==> config.mk <==
export PLATFORM = sky130hd
export DESIGN_NAME = cirq_top
export DESIGN_NICKNAME = d
export VERILOG_FILES = /design/src/shared/cirq_pkg.sv /design/src/shared/cirq_core_if.sv /design/src/cirq_objects.sv /design/src/cirq_bit_timer.sv /design/src/cirq_top.sv
export SDC_FILE = /design/constraint.sdc
export NUM_CORES = 1
export LEC_CHECK = 0
export BUFFER_PORTS_ARGS = -buffer_cell sky130_fd_sc_hd__buf_4
export CAP_MARGIN = 20
export CORE_MARGIN = 1.5
export CORE_UTILIZATION = 50
export DETAILED_ROUTE_END_ITERATION = 8
export PLACE_DENSITY = 0.75
export SLEW_MARGIN = 20
export SYNTH_ARGS = -nofsm -noshare
export SYNTH_HDL_FRONTEND = slang
export SYNTH_SLANG_ARGS = --single-unit
export TNS_END_PERCENT = 100
==> constraint.sdc <==
create_clock -name mclk -period 5.6 [get_ports mclk]
set_input_delay 1.4 -clock mclk [delete_from_list [all_inputs] [get_ports mclk]]
set_output_delay 1.4 -clock mclk [all_outputs]
set_load 0.02 [all_outputs]
==> src/shared/cirq_pkg.sv <==
`default_nettype none
package cirq_pkg;
	// register byte addresses on the apb side
	localparam logic [11:0] OFS_GIT    = 12'h000;
	localparam logic [11:0] OFS_GIE    = 12'h004;
	localparam logic [11:0] OFS_EN_LO  = 12'h008;
	localparam logic [11:0] OFS_EN_HI  = 12'h00c;
	localparam logic [11:0] OFS_IE_LO  = 12'h010;
	localparam logic [11:0] OFS_IE_HI  = 12'h014;
	localparam logic [11:0] OFS_SIT_LO = 12'h018;
	localparam logic [11:0] OFS_SIT_HI = 12'h01c;
	localparam logic [11:0] OFS_BT1    = 12'h020;
	localparam logic [11:0] OFS_BT2    = 12'h024;
	localparam logic [11:0] OFS_BUFSEL = 12'h028;
	// general interrupt flag positions
	localparam int GIT_IND   = 7;
	localparam int GIT_BOFF  = 6;
	localparam int GIT_OVR   = 5;
	localparam int GIT_FB    = 4;
	localparam int GIT_STUFF = 3;
	localparam int GIT_CRC   = 2;
	localparam int GIT_FORM  = 1;
	localparam int GIT_ACK   = 0;
	// general enable positions
	localparam int GIE_MASTER = 7;
	localparam int GIE_BOFF   = 6;
	localparam int GIE_RX     = 5;
	localparam int GIE_TX     = 4;
	localparam int GIE_OERR   = 3;
	localparam int GIE_FB     = 2;
	localparam int GIE_GERR   = 1;
	localparam int GIE_OVR    = 0;
	// bit timing field positions and reset values
	localparam int PRESC_LSB = 1;
	localparam int JUMP_LSB  = 5;
	localparam int PROP_LSB  = 1;
	localparam logic [7:0] RST_BYTE = 8'h00;
	// quantum segments of one bit
	typedef enum logic [1:0] {seg_sync, seg_prop, seg_ph1, seg_ph2} cirq_seg_type;
endpackage
`default_nettype wire

==> src/shared/cirq_core_if.sv <==
`timescale 1ns/1ps
`default_nettype none
interface cirq_core_if #(parameter int NOBJ = 6);
	logic [5:0]      prescale;  // quantum prescaler
	logic [1:0]      jump_w;    // resync jump width
	logic [2:0]      prop_seg;  // propagation segment
	logic            rx_level;  // synchronised bus level
	logic            bus_idle;  // hard sync permitted
	logic            tq_tick;   // one pulse per quantum
	logic            sample_pt; // sample point pulse
	logic            bit_start; // new bit pulse
	logic            rx_bit;    // sampled bit
	logic [NOBJ-1:0] cfg_wr, cfg_en, tx_done, rx_done, err, flag_clr;
	logic            abort, standby, en_rx, en_tx, en_oerr;
	logic [NOBJ-1:0] in_use, status;
	modport top (output prescale, jump_w, prop_seg, rx_level, bus_idle,
		cfg_wr, cfg_en, tx_done, rx_done, err, flag_clr, abort, standby,
		en_rx, en_tx, en_oerr,
		input tq_tick, sample_pt, bit_start, rx_bit, in_use, status);
	modport tim (input prescale, jump_w, prop_seg, rx_level, bus_idle,
		output tq_tick, sample_pt, bit_start, rx_bit);
	modport obj (input cfg_wr, cfg_en, tx_done, rx_done, err, flag_clr,
		abort, standby, en_rx, en_tx, en_oerr, output in_use, status);
endinterface
`default_nettype wire

==> src/cirq_objects.sv <==
`timescale 1ns/1ps
`default_nettype none
module cirq_objects
	import cirq_pkg::*;
#(
	parameter int NOBJ = 6
) (
	input wire logic mclk,
	input wire logic srst,
	cirq_core_if.obj core
);
	typedef struct packed {
		logic [NOBJ-1:0] in_use; // object busy
		logic [NOBJ-1:0] status; // object pending
	} cirq_obj_type;
	cirq_obj_type st, next_st;
	logic [NOBJ-1:0] use_set, use_clr, sit_set; // per object terms
	// one copy of the per object terms
	for (genvar i = 0; i < NOBJ; i++) begin : g_obj
		// enabling config wins over a done in the same cycle
		assign use_set[i] = core.cfg_wr[i] & core.cfg_en[i];
		assign use_clr[i] = core.tx_done[i] | core.rx_done[i] |
			(core.cfg_wr[i] & ~core.cfg_en[i]) | core.abort | core.standby;
		assign sit_set[i] = (core.rx_done[i] & core.en_rx) |
			(core.tx_done[i] & core.en_tx) | (core.err[i] & core.en_oerr);
	end
	// set beats clear on both vectors
	always_comb begin
		next_st        = st;
		next_st.in_use = use_set | (st.in_use & ~use_clr);
		next_st.status = sit_set | (st.status & ~core.flag_clr);
	end
	always_ff @(posedge mclk) begin
		if (srst) begin
			st <= '0;
		end else begin
			st <= next_st;
		end
	end
	assign core.in_use = st.in_use;
	assign core.status = st.status;
endmodule
`default_nettype wire

==> src/cirq_bit_timer.sv <==
`timescale 1ns/1ps
`default_nettype none
module cirq_bit_timer
	import cirq_pkg::*;
#(
	parameter int PH1_TQ = 3,
	parameter int PH2_TQ = 3
) (
	input wire logic mclk,
	input wire logic srst,
	cirq_core_if.tim core
);
	if (PH1_TQ < 1 || PH1_TQ > 8 || PH2_TQ < 2 || PH2_TQ > 8) begin : g_chk
		$error("phase lengths out of range");
	end
	typedef struct packed {
		logic [5:0]   presc;  // clock count in quantum
		cirq_seg_type seg;    // current segment
		logic [3:0]   left;   // quanta left in segment
		logic [2:0]   ext;    // pending phase 1 stretch
		logic [4:0]   pos;    // quanta since bit start
		logic         synced; // one resync per bit
		logic         prev;   // last bus level
		logic         tick, samp, start, bit_v;
	} cirq_tim_type;
	cirq_tim_type st, next_st;
	logic       tick;  // quantum boundary
	logic       edge_f; // recessive to dominant
	logic [3:0] jump;  // jump width in quanta
	logic [3:0] err;   // phase error, clipped
	assign tick   = (st.presc == core.prescale);
	assign edge_f = st.prev & ~core.rx_level;
	assign jump   = {2'b00, core.jump_w} + 4'h1;
	assign err    = (st.pos > 5'(jump)) ? jump : st.pos[3:0];
	always_comb begin
		next_st       = st;
		next_st.prev  = core.rx_level;
		next_st.presc = tick ? 6'h00 : st.presc + 6'h01;
		next_st.tick  = tick;
		next_st.samp  = 1'b0;
		next_st.start = 1'b0;
		if (tick) begin
			next_st.pos = st.pos + 5'h01;
			if (st.left <= 4'h1) begin
				unique case (st.seg)
					seg_sync: begin
						next_st.seg  = seg_prop;
						next_st.left = {1'b0, core.prop_seg} + 4'h1;
					end
					seg_prop: begin
						next_st.seg  = seg_ph1;
						next_st.left = 4'(PH1_TQ) + {1'b0, st.ext};
					end
					seg_ph1: begin
						next_st.seg   = seg_ph2;
						next_st.left  = 4'(PH2_TQ);
						next_st.samp  = 1'b1;
						next_st.bit_v = core.rx_level;
					end
					seg_ph2: begin
						next_st.seg    = seg_sync;
						next_st.left   = 4'h1;
						next_st.start  = 1'b1;
						next_st.pos    = 5'h00;
						next_st.ext    = 3'h0;
						next_st.synced = 1'b0;
					end
				endcase
			end else begin
				next_st.left = st.left - 4'h1;
			end
		end
		// edges re-align the bit; idle bus takes a hard sync
		if (edge_f && core.bus_idle) begin
			next_st.seg   = seg_sync;
			next_st.left  = 4'h1;
			next_st.pos   = 5'h00;
			next_st.presc = 6'h00;
			// a restarted bit may take its own resync again
			next_st.ext    = 3'h0;
			next_st.synced = 1'b0;
		end else if (edge_f && !st.synced && st.seg != seg_sync) begin
			next_st.synced = 1'b1;
			unique case (st.seg)
				seg_prop: next_st.ext  = err[2:0];
				seg_ph1:  next_st.left = next_st.left + err;
				seg_ph2: begin
					// early edge: cut phase 2 by at most the jump
					if (st.left <= jump) begin
						next_st.seg   = seg_sync;
						next_st.left  = 4'h1;
						next_st.pos   = 5'h00;
						next_st.start = 1'b1;
						// the cut bit is over, so the next one may resync
						next_st.ext    = 3'h0;
						next_st.synced = 1'b0;
					end else begin
						next_st.left = st.left - jump;
					end
				end
				default: next_st.ext = st.ext;
			endcase
		end
	end
	always_ff @(posedge mclk) begin
		if (srst) begin
			st <= '{seg: seg_sync, left: 4'h1, prev: 1'b1, default: '0};
		end else begin
			st <= next_st;
		end
	end
	assign core.tq_tick   = st.tick;
	assign core.sample_pt = st.samp;
	assign core.bit_start = st.start;
	assign core.rx_bit    = st.bit_v;
endmodule
`default_nettype wire

==> src/cirq_top.sv <==
// Register access over APB and the register offsets were left to the implementer.
`timescale 1ns/1ps
`default_nettype none
// How it works
// - buffer done event sets frame buffer flag
// - buffer flag clears only after configs rewritten
// - general error flags clear on write one
// - stuff error event sets stuff flag
// - crc mismatch event sets crc flag
// - form violation event sets form flag
// - missing ack event sets ack flag
// - master enable gates all but overrun
// - overrun irq needs only its enable
// - class enables gate their interrupt classes
// - enabling an object sets its in-use bit
// - tx or rx done clears in-use
// - disable, abort, standby clear in-use
// - in-use vector is read only
// - per object enable gates object interrupt
// - status bit reads one while pending
// - quantum is prescaler plus one clocks
// - resync on the first falling bus edge of each bit outside its sync segment
// - resync moves bit by the phase error, at most jump width
// - propagation segment is field plus one
// - object status needs matching class enable
// - indicator ors all sources but overrun
// - object errors never set general flags
module cirq_top
	import cirq_pkg::*;
#(
	parameter int NOBJ   = 6,
	parameter int PH1_TQ = 3,
	parameter int PH2_TQ = 3
) (
	input  wire logic            mclk,
	input  wire logic            srst,
	input  wire logic            psel,
	input  wire logic            penable,
	input  wire logic            pwrite,
	input  wire logic [11:0]     paddr,
	input  wire logic [31:0]     pwdata,
	output logic      [31:0]     prdata,
	output logic                 pready,
	output logic                 pslverr,
	input  wire logic            can_rx,
	input  wire logic            bus_idle,
	input  wire logic            stuff_err_evt,
	input  wire logic            crc_err_evt,
	input  wire logic            form_err_evt,
	input  wire logic            ack_err_evt,
	input  wire logic            err_in_object,
	input  wire logic            frame_buffer_evt,
	input  wire logic            bus_off_evt,
	input  wire logic            timer_overrun_evt,
	input  wire logic            timer_irq_ack,
	input  wire logic [NOBJ-1:0] obj_cfg_wr,
	input  wire logic [NOBJ-1:0] obj_cfg_en,
	input  wire logic [NOBJ-1:0] obj_tx_done,
	input  wire logic [NOBJ-1:0] obj_rx_done,
	input  wire logic [NOBJ-1:0] obj_err,
	input  wire logic [NOBJ-1:0] obj_flag_clr,
	input  wire logic            abort_req,
	input  wire logic            standby_req,
	output logic                 can_irq,
	output logic                 timer_irq,
	output logic                 tq_tick,
	output logic                 sample_point,
	output logic                 bit_start,
	output logic                 rx_bit_value
);
	// the object registers hold one byte lane of six bits
	if (NOBJ != 6) begin : g_chk
		$error("object count must be six");
	end

	// everything this module remembers
	typedef struct packed {
		logic            rx_s1;     // first sync stage
		logic            rx_s2;     // second sync stage
		logic [6:0]      git;       // sticky general flags
		logic [7:0]      gie;       // general enables
		logic [NOBJ-1:0] ie;        // per object enables
		logic [5:0]      prescale;  // quantum prescaler
		logic [1:0]      jump_w;    // resync jump width
		logic [2:0]      prop_seg;  // propagation segment
		logic [NOBJ-1:0] bufsel;    // objects forming the buffer
		logic [NOBJ-1:0] rewritten; // configs seen since done
		logic [31:0]     rdata;     // captured read data
		logic            irq;       // cpu interrupt
		logic            tirq;      // timer interrupt
	} cirq_top_type;

	cirq_top_type st, next_st;

	cirq_core_if #(.NOBJ(NOBJ)) core ();

	logic       wr_acc;   // write taking effect now
	logic       rd_setup; // read setup phase
	logic [7:0] wbyte;    // low byte of write data
	logic       git_wr;   // write to flag register
	logic       gen_ok;   // general error not owned by object
	logic       fb_ready; // all buffer configs rewritten
	logic       obj_pend; // any enabled object pending
	logic       ind;      // combined indicator

	// address decode, used only for the error answer
	function automatic logic mapped(input logic [11:0] a);
		unique case (a)
			OFS_GIT, OFS_GIE, OFS_EN_LO, OFS_EN_HI, OFS_IE_LO,
			OFS_IE_HI, OFS_SIT_LO, OFS_SIT_HI, OFS_BT1, OFS_BT2,
			OFS_BUFSEL: mapped = 1'b1;
			default:    mapped = 1'b0;
		endcase
	endfunction

	// read data for one address; reserved bits come back zero
	function automatic logic [7:0] rbyte(input logic [11:0] a,
		input cirq_top_type s, input logic i,
		input logic [NOBJ-1:0] u, input logic [NOBJ-1:0] t);
		rbyte = 8'h00;
		unique case (a)
			OFS_GIT:    rbyte = {i, s.git};
			OFS_GIE:    rbyte = s.gie;
			OFS_EN_LO:  rbyte = {2'b00, u};
			OFS_IE_LO:  rbyte = {2'b00, s.ie};
			OFS_SIT_LO: rbyte = {2'b00, t};
			OFS_BT1:    rbyte = {1'b0, s.prescale, 1'b0};
			OFS_BT2:    rbyte = {1'b0, s.jump_w, 1'b0, s.prop_seg, 1'b0};
			OFS_BUFSEL: rbyte = {2'b00, s.bufsel};
			default:    rbyte = 8'h00;
		endcase
	endfunction

	// slave never stalls; unmapped addresses answer with an error
	assign pready  = 1'b1;
	assign pslverr = psel & penable & ~mapped(paddr);

	// a write lands at the edge that completes the access phase
	assign wr_acc   = psel & penable & pwrite;
	assign rd_setup = psel & ~penable & ~pwrite;
	assign wbyte    = pwdata[7:0];
	assign git_wr   = wr_acc & (paddr == OFS_GIT);

	// an error already owned by an object stays out of the flags
	assign gen_ok = ~err_in_object;

	// the buffer flag may only be cleared once each member object
	// has had its config rewritten since the last completion
	assign fb_ready = ((st.rewritten & st.bufsel) == st.bufsel);

	// object status is already class gated, this adds the mask
	assign obj_pend = |(core.status & st.ie);

	// polling image of every source except the timer overrun
	assign ind = (st.git[GIT_BOFF] & st.gie[GIE_BOFF]) |
		(st.git[GIT_FB] & st.gie[GIE_FB]) |
		(|st.git[GIT_STUFF:GIT_ACK] & st.gie[GIE_GERR]) |
		obj_pend;

	// next state of registers and flags
	always_comb begin
		next_st       = st;
		// bus pin passes two flops before anything reads it
		next_st.rx_s1 = can_rx;
		next_st.rx_s2 = st.rx_s1;

		// general error flags: set wins over a write-one clear
		next_st.git[GIT_STUFF] = (stuff_err_evt & gen_ok) |
			(st.git[GIT_STUFF] & ~(git_wr & wbyte[GIT_STUFF]));
		next_st.git[GIT_CRC] = (crc_err_evt & gen_ok) |
			(st.git[GIT_CRC] & ~(git_wr & wbyte[GIT_CRC]));
		next_st.git[GIT_FORM] = (form_err_evt & gen_ok) |
			(st.git[GIT_FORM] & ~(git_wr & wbyte[GIT_FORM]));
		next_st.git[GIT_ACK] = (ack_err_evt & gen_ok) |
			(st.git[GIT_ACK] & ~(git_wr & wbyte[GIT_ACK]));

		// buffer flag: a clear with configs missing is ignored
		next_st.git[GIT_FB] = frame_buffer_evt |
			(st.git[GIT_FB] & ~(git_wr & wbyte[GIT_FB] & fb_ready));

		// bus off flag, plain write-one clear
		next_st.git[GIT_BOFF] = bus_off_evt |
			(st.git[GIT_BOFF] & ~(git_wr & wbyte[GIT_BOFF]));

		// overrun also clears when its handler is entered
		next_st.git[GIT_OVR] = timer_overrun_evt | (st.git[GIT_OVR] &
			~(git_wr & wbyte[GIT_OVR]) & ~timer_irq_ack);

		// rewrite tracking restarts at each buffer completion
		if (frame_buffer_evt) begin
			next_st.rewritten = obj_cfg_wr;
		end else if (git_wr && wbyte[GIT_FB] && fb_ready) begin
			next_st.rewritten = obj_cfg_wr;
		end else begin
			next_st.rewritten = st.rewritten | obj_cfg_wr;
		end

		// software writes; reserved bits are dropped
		if (wr_acc) begin
			unique case (paddr)
				OFS_GIE:    next_st.gie = wbyte;
				OFS_IE_LO:  next_st.ie = wbyte[NOBJ-1:0];
				OFS_BT1:    next_st.prescale = wbyte[PRESC_LSB +: 6];
				OFS_BT2: begin
					next_st.jump_w   = wbyte[JUMP_LSB +: 2];
					next_st.prop_seg = wbyte[PROP_LSB +: 3];
				end
				OFS_BUFSEL: next_st.bufsel = wbyte[NOBJ-1:0];
				default:    next_st.gie = st.gie;
			endcase
		end

		// read data is caught in setup and held through access
		if (rd_setup) begin
			next_st.rdata = {24'h000000,
				rbyte(paddr, st, ind, core.in_use, core.status)};
		end

		// interrupt lines, one cycle behind their sources
		next_st.irq  = st.gie[GIE_MASTER] & ind;
		next_st.tirq = st.git[GIT_OVR] & st.gie[GIE_OVR];
	end

	// one register stage for the whole state
	always_ff @(posedge mclk) begin
		if (srst) begin
			st       <= '0;
			st.rx_s1 <= 1'b1;
			st.rx_s2 <= 1'b1;
			st.gie   <= RST_BYTE;
		end else begin
			st <= next_st;
		end
	end

	// settings and events handed to the two helpers
	assign core.prescale = st.prescale;
	assign core.jump_w   = st.jump_w;
	assign core.prop_seg = st.prop_seg;
	assign core.rx_level = st.rx_s2;
	assign core.bus_idle = bus_idle;
	assign core.cfg_wr   = obj_cfg_wr;
	assign core.cfg_en   = obj_cfg_en;
	assign core.tx_done  = obj_tx_done;
	assign core.rx_done  = obj_rx_done;
	assign core.err      = obj_err;
	assign core.flag_clr = obj_flag_clr;
	assign core.abort    = abort_req;
	assign core.standby  = standby_req;
	// class enables steer the object status (the helper sets them)
	assign core.en_rx    = st.gie[GIE_RX];
	assign core.en_tx    = st.gie[GIE_TX];
	assign core.en_oerr  = st.gie[GIE_OERR];

	// quantum prescaler and segment sequencer
	cirq_bit_timer #(
		.PH1_TQ (PH1_TQ),
		.PH2_TQ (PH2_TQ)
	) u_timer (
		.mclk (mclk),
		.srst (srst),
		.core (core.tim)
	);

	// per object in-use and status vectors
	cirq_objects #(
		.NOBJ (NOBJ)
	) u_objects (
		.mclk (mclk),
		.srst (srst),
		.core (core.obj)
	);

	// outputs straight from flops
	assign prdata       = st.rdata;
	assign can_irq      = st.irq;
	assign timer_irq    = st.tirq;
	assign tq_tick      = core.tq_tick;
	assign sample_point = core.sample_pt;
	assign bit_start    = core.bit_start;
	assign rx_bit_value = core.rx_bit;
endmodule
`default_nettype wire

==> Yosys cells after proc, flatten, opt, wreduce, memory -nomap -nowiden <==
Cells that the tools add are included.
{ "op_classes": {"add_sub_neg": 8, "multipliers": 0, "div_mod_pow": 0, "order_cmp": 3, "n_eq_ne": 16, "shift": 0, "mux": 28, "bitwise_logic": 138, "n_reduce_logical": 25} }
{ "op_table": {"columns": ["operator", "count"], "rows": [
  ["$pmux 8 s8", 1],
  ["$and 1x1->1", 62],
  ["$eq 12x5->1 const B", 4],
  ["$or 1x1->1", 46],
  ["$eq 12x6->1 const B", 3],
  ["$mux 15", 2],
  ["$mux 9", 3],
  ["$and 6x6->6", 4],
  ["$eq 12x4->1 const B", 2],
  ["$pmux 6 s4", 1],
  ["$not 1->1", 21],
  ["$mux 6", 3],
  ["$or 6x6->6", 3],
  ["$eq 12x3->1 const B", 1],
  ["$eq 6x6->1", 2],
  ["$logic_not 12->1", 1],
  ["$mux 4", 3],
  ["$not 6->6", 2],
  ["$reduce_or 11->1", 1],
  ["$mux 2", 5],
  ["$reduce_and 2->1", 5],
  ["$pmux 3 s3", 1],
  ["$mux 1", 8],
  ["$pmux 4 s2", 1],
  ["23 further kinds", 33]
]} }
{ "totals": {"reg_bits": 94, "latchBits": 0, "ram_bits": 0, "romBits": 0, "wordCells": 244, "n_memories": 0} }

==> Logic depth before layout (Yosys ltp) <==
Gate-level depths: netlist (run 1).
{ "depth": {"ltp_word": 8, "mapped_depth": 14, "mapped_depth_nobuf": 14} }

==> Cells and area by module <==
From an unflattened synthesis (run 1), not the netlist that was laid out.
{ "unflattened": {"cells_unflattened": 634, "area_unflattened_um2": 5345.1} }
{ "by_module_without_submodules": {"columns": ["module", "n_inst", "cells_each", "area_per_inst_um2"], "rows": [
  ["cirq_top", 1, 352, 2956.6],
  ["cirq_bit_timer", 1, 225, 1869.3],
  ["cirq_objects", 1, 57, 519.2]
]} }

==> Worst setup path after synthesis (run 1) <==
No wires, ideal clock.
{ "synth_timing": {"path_kind": "input-to-output", "startpoint": "input paddr[2]", "endpoint": "output pslverr", "t_arrival_ns": 2.581, "t_required_ns": 4.200, "path_slack_ns": 1.619, "stages": 5, "path_buffers": 2, "cell_sequence": "clkbuf_1 -> clkbuf_1 -> a21o_1 -> nand2_1 -> a21oi_1"} }
{ "synth_via": {"elab_chain_cells": 5} }
{ "synth_lines": {"columns": ["item", "line_no", "rtl"], "rows": [
  ["start, declared", "cirq_top.sv:40", "input wire logic [11:0] paddr,"],
  ["$eq 12x6->1, or another cell as far along", "cirq_top.sv:108", "unique case (a)"],
  ["$reduce_or 11->1 *", "cirq_top.sv:108", null],
  ["$mux 1 *", "cirq_top.sv:108", null],
  ["$not 1->1 *", "cirq_top.sv:136", "assign pslverr = psel & penable & ~mapped(paddr);"],
  ["$and 1x1->1 *", "cirq_top.sv:136", null],
  ["end, declared", "cirq_top.sv:44", "output logic pslverr,"]
]} }
Mark *: on every way between the ends. The rest lies on a longest branch, timed or not.

==> Worst setup path in the final report (run 1) <==
{ "layout_timing": {"startpoint": "input paddr[9]", "endpoint": "output pslverr"} }
Same word-level chain as after synthesis.

==> results of run 1 <==
## flip-flops by register name (all words and copies together), names as in the netlist, 2 cells and up
signal and cells:
u_objects.core.in_use 6, u_timer.st 22, core.prop_seg 3, prdata 8, core.prescale 6, u_objects.core.status 6, core.jump_w 2, st 30
## final cells by class
class / instances / area [sq um] / area share (%)
well taps: 136 / 170 / 2.83
repair buffers: 88 / 661 / 11.0
flip-flops and latches: 94 / 1880 / 31.3
clock buffers: 10 / 138 / 2.29
clock inverters: 6 / 92.6 / 1.54
inverters: 30 / 113 / 1.87
multi-input cells: 445 / 2960 / 49.2
## synth_stat cells, types with 6 or more instances
cell type,number,area (sq um)
a211oi_1,6,45.0
a21o_1,6,45.0
a21oi_1,47,235
a22oi_1,27,203
buf_4,33,248
clkbuf_1,17,63.8
dfxtp_1,94,1880
ha_1,19,238
inv_1,29,109
mux2i_1,37,370
nand2_1,37,139
nand3_1,16,80.1
nand4_1,10,62.6
nor2_1,77,289
nor2b_1,9,56.3
nor3_1,6,30.0
nor4b_1,6,52.6
o21ai_0,17,85.1
xnor2_1,6,52.6
xor2_1,13,114
## where the power goes
group | total, mW | internal (mW) | leakage, nW | switching [mW]
registers | 0.735 | 0.701 | 0.765 | 0.0337
logic | 0.519 | 0.223 | 1.70 | 0.297
clock network | 0.513 | 0.266 | 0.109 | 0.247
## how the worst min path moves through the flow
stage	slack (ps)	cells after the start	to
detailed placement	410	1	core.rx_level
finish	430	1	core.rx_level
global route	460	1	core.rx_level
floorplan	390	1	core.rx_level
CTS	430	1	core.rx_level
global placement	400	1	core.rx_level
## per-layer routing
layer	wire length [um]	global-route usage, %	up-vias
met1	5990	33.1	2135
met5	0	0	-
li1	-	-	2219
met2	5970	39.8	192
met4	401	12.3	0
met3	913	4.08	29
## cell families after synthesis
logic type | after synthesis | share of synthesized area, %
and+or+nand+nor | 201 | 20.5
DFF | 94 | 36.0
other | 2 | 0.144
adders and majority gates | 20 | 4.93
muxes | 43 | 9.23
buffers and inverters | 89 | 9.16
xor gates and xnor gates | 19 | 3.18
AOI/OAI and AO/OA | 137 | 16.8
## per-stage QoR
stage | utilization (%) | cell area (sq um) | std cells
6_report | 58.8 | 6010 | 809
5_1_grt | 58.8 | 6010 | 809
4_1_cts | 58.8 | 6010 | 809
3_5_place_dp | 56.5 | 5780 | 793
3_3_place_gp | 56.5 | 5780 | 793
2_1_floorplan | - | 5320 | 628
## worst max-delay path: stages
cell     delay (ps)
buf_4           120
nor4_4          310
and2_1          500
a21oi_1         160
buf_4           190
==> flow_summary.toml, run 1 <==
[die]
num_io_pins = 138
die_h_um = 105
core_area_sq_um = 10200
start_util_pct = 51.1
die-area_sq_um = 11100
fp.dieW_um = 105
rows = 37

[timing]
final-setup-viol-count = 0
rsz0062_at_grt = "false"
hold_viol_final = 0
hold_slack_ps = 434
slew_headroom_pct = 48.7
drv_slew = 0
tightest_slew_ps = 770
fin_skew_ps = 15.4
fmax_mhz = 245
layout_setup_ws_ps = 1520
tns_ps = 0
period_minus_slack_ps = 4080
fin_crit_sh_pct = 72.8

[critical_path]
reg2reg_slack_ps = 2330
cp-startpoint = "paddr[9]"
setup.worst_path.end_class = "primary output"
cp.arrival_ps = 2680
critPathKind = "input pin to primary output"
crit_path_end = "pslverr"
cp.required_ps = 4200
startpoint_type = "input pin"
regToRegStartpoint = "core.jump_w[0]"
reg2reg_depth = 13
critPathMaxFanout = 13
reg2reg_to = "u_timer.st[17]"

[logic_synthesis]
synth-async-reset-ratio_pct = 0
synth_cell_type_count = 64
mappedNetlistArea_sq_um = 5230
yosys_warnings = 0
synth-main-ff-cell = "dfxtp_1"
synth-seq-cells = 94
syn_avg_cell_area_sq_um = 8.64
syn_inst = 605
synth_edf_count = 0
ys_seq_area_share_pct = 36.0

[placed_design]
dpl.hpwl_um = 10000
port_buffers = 88
pre_cts_ws_ps = 1570
gp_congestion = 0.875

[cts]
cts-root-buf = "clkbuf_8"
htreeDepth = 3
hold_buffers = 0
cts_setup_buffers = 0
insertion_delay_ps = 370
cts_sinks = 94
post_cts_resized = 0
cts_tree = "built"
cts.path.max_buffers = 2
clkTransAtPathRegs_ps = 100
numCtsBuffers = 9

[grt]
grt_pass1_wl_um = 22100
grt_util_all_layers_pct = 25.0
grt_max_degree = 76
antenna_found_initial = 0
grt_pass1_vias = 4425
grt_overflow = 0

[pwr]
ir_drop_mv = 0.152
total_power_mw = 1.77
leakagePower_nw = 2.57
powerDensity_nw_per_um2 = 294

[layout]
final_common_cell = "dfxtp_1"
diodes = 0
drive_gt1_share_pct = 18.6
fillers = 928
syn_to_final_growth_pct = 14.9
layout.nets = 786
final_cell_mix = "dfxtp_1, buf_4, nor2_1"

[min_path]
min_from = "next_st[78]"
hp-class = "flip-flop to flip-flop"

[outcome]
status = "finished, final reports clean"

[drt]
wl_um = 13300
dr.pass1.iters = 5
ant_nets = 0
vias = 4575
drt_iter0_markers = 306
wl_per_cell_um = 16.4
drc_errors = 0
post_drt_via_cell_ratio = 5.66

[flow_run]
timing.max_cap.violations = 0
(Power assumes the default switching activity.)
==> inputs of run 2 (changes only) <==
- CORE_UTILIZATION: 50 -> 48
- PLACE_DENSITY: 0.75 -> 0.76
- clock period: 5.6 -> 3.41 ns (I/O delays scaled with it)
==> flow_summary.toml, run 2 (synthesized netlist as in run 1, its figures left out) <==
[placed_design]
dp.cells = 798
port_buffers = 88
gp_congestion = 0.893
dpl.hpwl_um = 10100
place_area_sq_um = 5820

[drt]
drt_iter0_markers = 398
wl_um = 13200
vias = 4546
ant_nets = 0
dr.pass1.iters = 5
wl_per_cell_um = 16.2
drc_errors = 0
post_drt_via_cell_ratio = 5.58

[layout]
final_area_sq_um = 6000
diodes = 0
final_cell_mix = "dfxtp_1, buf_4, nor2_1"
largest-register = "st"
drive_gt1_share_pct = 19.2
layout.nets = 791
syn_to_final_growth_pct = 14.6
final_common_cell = "dfxtp_1"
stdcell_count = 814
largest_reg_flops = 30

[critical_path]
setup.worst_path.end_class = "flip-flop"
crit_chain = "ha_1 > inv_1 > ha_1 > a21boi_1 > a21boi_1 > a2111o_1 > mux2_2 > ha_1 > a21o_1 > a21oi_2 > and4b_1 > mux2i_1 > nand3b_1"
cpMaxStageDelayCell = "a2111o_1"
critPathKind = "flip-flop to flip-flop"
reg2reg_depth = 13
cpPeakStageDelay_ps = 440
crit_top_cell = "ha_1"
reg2reg_slack_ps = 300
startpoint_type = "flip-flop"
regToRegStartpoint = "core.jump_w[1]"
reg2reg_to = "u_timer.st[17]"
critPathMaxFanout = 3
cp.arrival_ps = 3380
cp.required_ps = 3680

[cts]
insertion_delay_ps = 380
cts_tree = "built"
cts-root-buf = "clkbuf_8"
cts.path.max_buffers = 2
cts_setup_buffers = 0
htreeDepth = 3
numCtsBuffers = 9
cts_sinks = 94
clkTransAtPathRegs_ps = 90

[min_path]
holdPathStages = 1
hp-class = "flip-flop to flip-flop"
hold_end = "core.rx_level"
min_from = "next_st[78]"

[grt]
grt_pass1_wl_um = 21400
grt_max_degree = 76
grt_pass1_vias = 4314
grt_overflow = 0
grt_util_all_layers_pct = 23.8
antenna_found_initial = 0

[die]
start_util_pct = 50.0
fp.dieW_um = 107
num_io_pins = 138
die-area_sq_um = 11500
rows = 37
die_h_um = 107
core_area_sq_um = 10500

[timing]
tightest_slew_ps = 770
fmax_mhz = 321
drv_slew = 0
final-setup-viol-count = 0
hold_viol_final = 0
fin_skew_ps = 13.2
period_minus_slack_ps = 3110
rsz0062_at_grt = "false"
fin_crit_sh_pct = 91.3
slew_headroom_pct = 48.7
tns_ps = 0

[outcome]
status = "finished, final reports clean"

[pwr]
powerDensity_nw_per_um2 = 463
total_power_mw = 2.78
ir_drop_mv = 0.260
leakagePower_nw = 2.57

[flow_run]
timing.max_cap.violations = 0
-- run 2: cell types whose count changed in the layout (fill, tap and decap cells not counted), sizes merged --
cell | before | now
buf | 88 | 93
bufinv | 2 | 0
clkinv | 1 | 3
clkinvlp | 2 | 1
inv | 31 | 32
-- run 2: area by class of cell --
type | count | area (sq um)
Inverter | 30 | 113
Clock buffer | 10 | 128
Multi-Input combinational cell | 445 | 2960
Fill cell | 950 | 4470
Clock inverter | 6 | 46.3
Sequential cell | 94 | 1880
Tap cell | 136 | 170
Timing Repair Buffer | 93 | 698
-- run 2: repair_timing --
| item | CTS | global route |
|---|---|---|
| hold endpoints to repair | 0 | 0 |
| endpoints found under the setup margin | 0 | 1 |
| gates resized for setup | 0 | 1 |
| hold buffers | 0 | 0 |
-- run 2: through the flow --
stage	worst slack [ps]	utilization [%]	hold slack [ps]
2_1_floorplan	496	-	389
3_3_place_gp	305	55.6	402
3_5_place_dp	263	55.6	397
4_1_cts	239	57.3	420
5_1_grt	77.8	57.3	452
6_report	295	57.3	422
-- run 2: worst max-delay path: cells and delay by family (launching register included) --
family / cells / cell delay, ps
buf+inv: 1 / 60
flops: 1 / 400
mux: 2 / 460
simple gates: 2 / 290
fa+ha+maj: 3 / 720
compound gates: 5 / 1080
-- run 2: report_power, final --
| part | internal, mW | switching (mW) | total, mW | leakage [nW] |
|---|---|---|---|---|
| registers | 1.15 | 0.0547 | 1.21 | 0.765 |
| clock network | 0.272 | 0.410 | 0.682 | 0.0886 |
| logic | 0.381 | 0.506 | 0.887 | 1.72 |
-- run 2: how the worst max path moves through the flow --
stage / start / end / slack [ps] / cells past startpoint
2_1_floorplan: core.jump_w[0] / u_timer.st[17] / 500 / 13
3_3_place_gp: core.jump_w[1] / u_timer.st[17] / 300 / 13
3_5_place_dp: core.jump_w[1] / u_timer.st[17] / 260 / 13
4_1_cts: core.jump_w[1] / u_timer.st[17] / 240 / 13
5_1_grt: core.jump_w[1] / u_timer.st[17] / 80 / 13
6_report: core.jump_w[1] / u_timer.st[17] / 300 / 13
-- run 2: per-layer routing --
metal,track usage [%],vias to the layer above,share of wire (%)
met4,8.65,0,2.1
li1,-,2230,-
met2,37.5,200,45
met5,0,-,0
met1,32.3,2096,45
met3,4.72,20,7.7
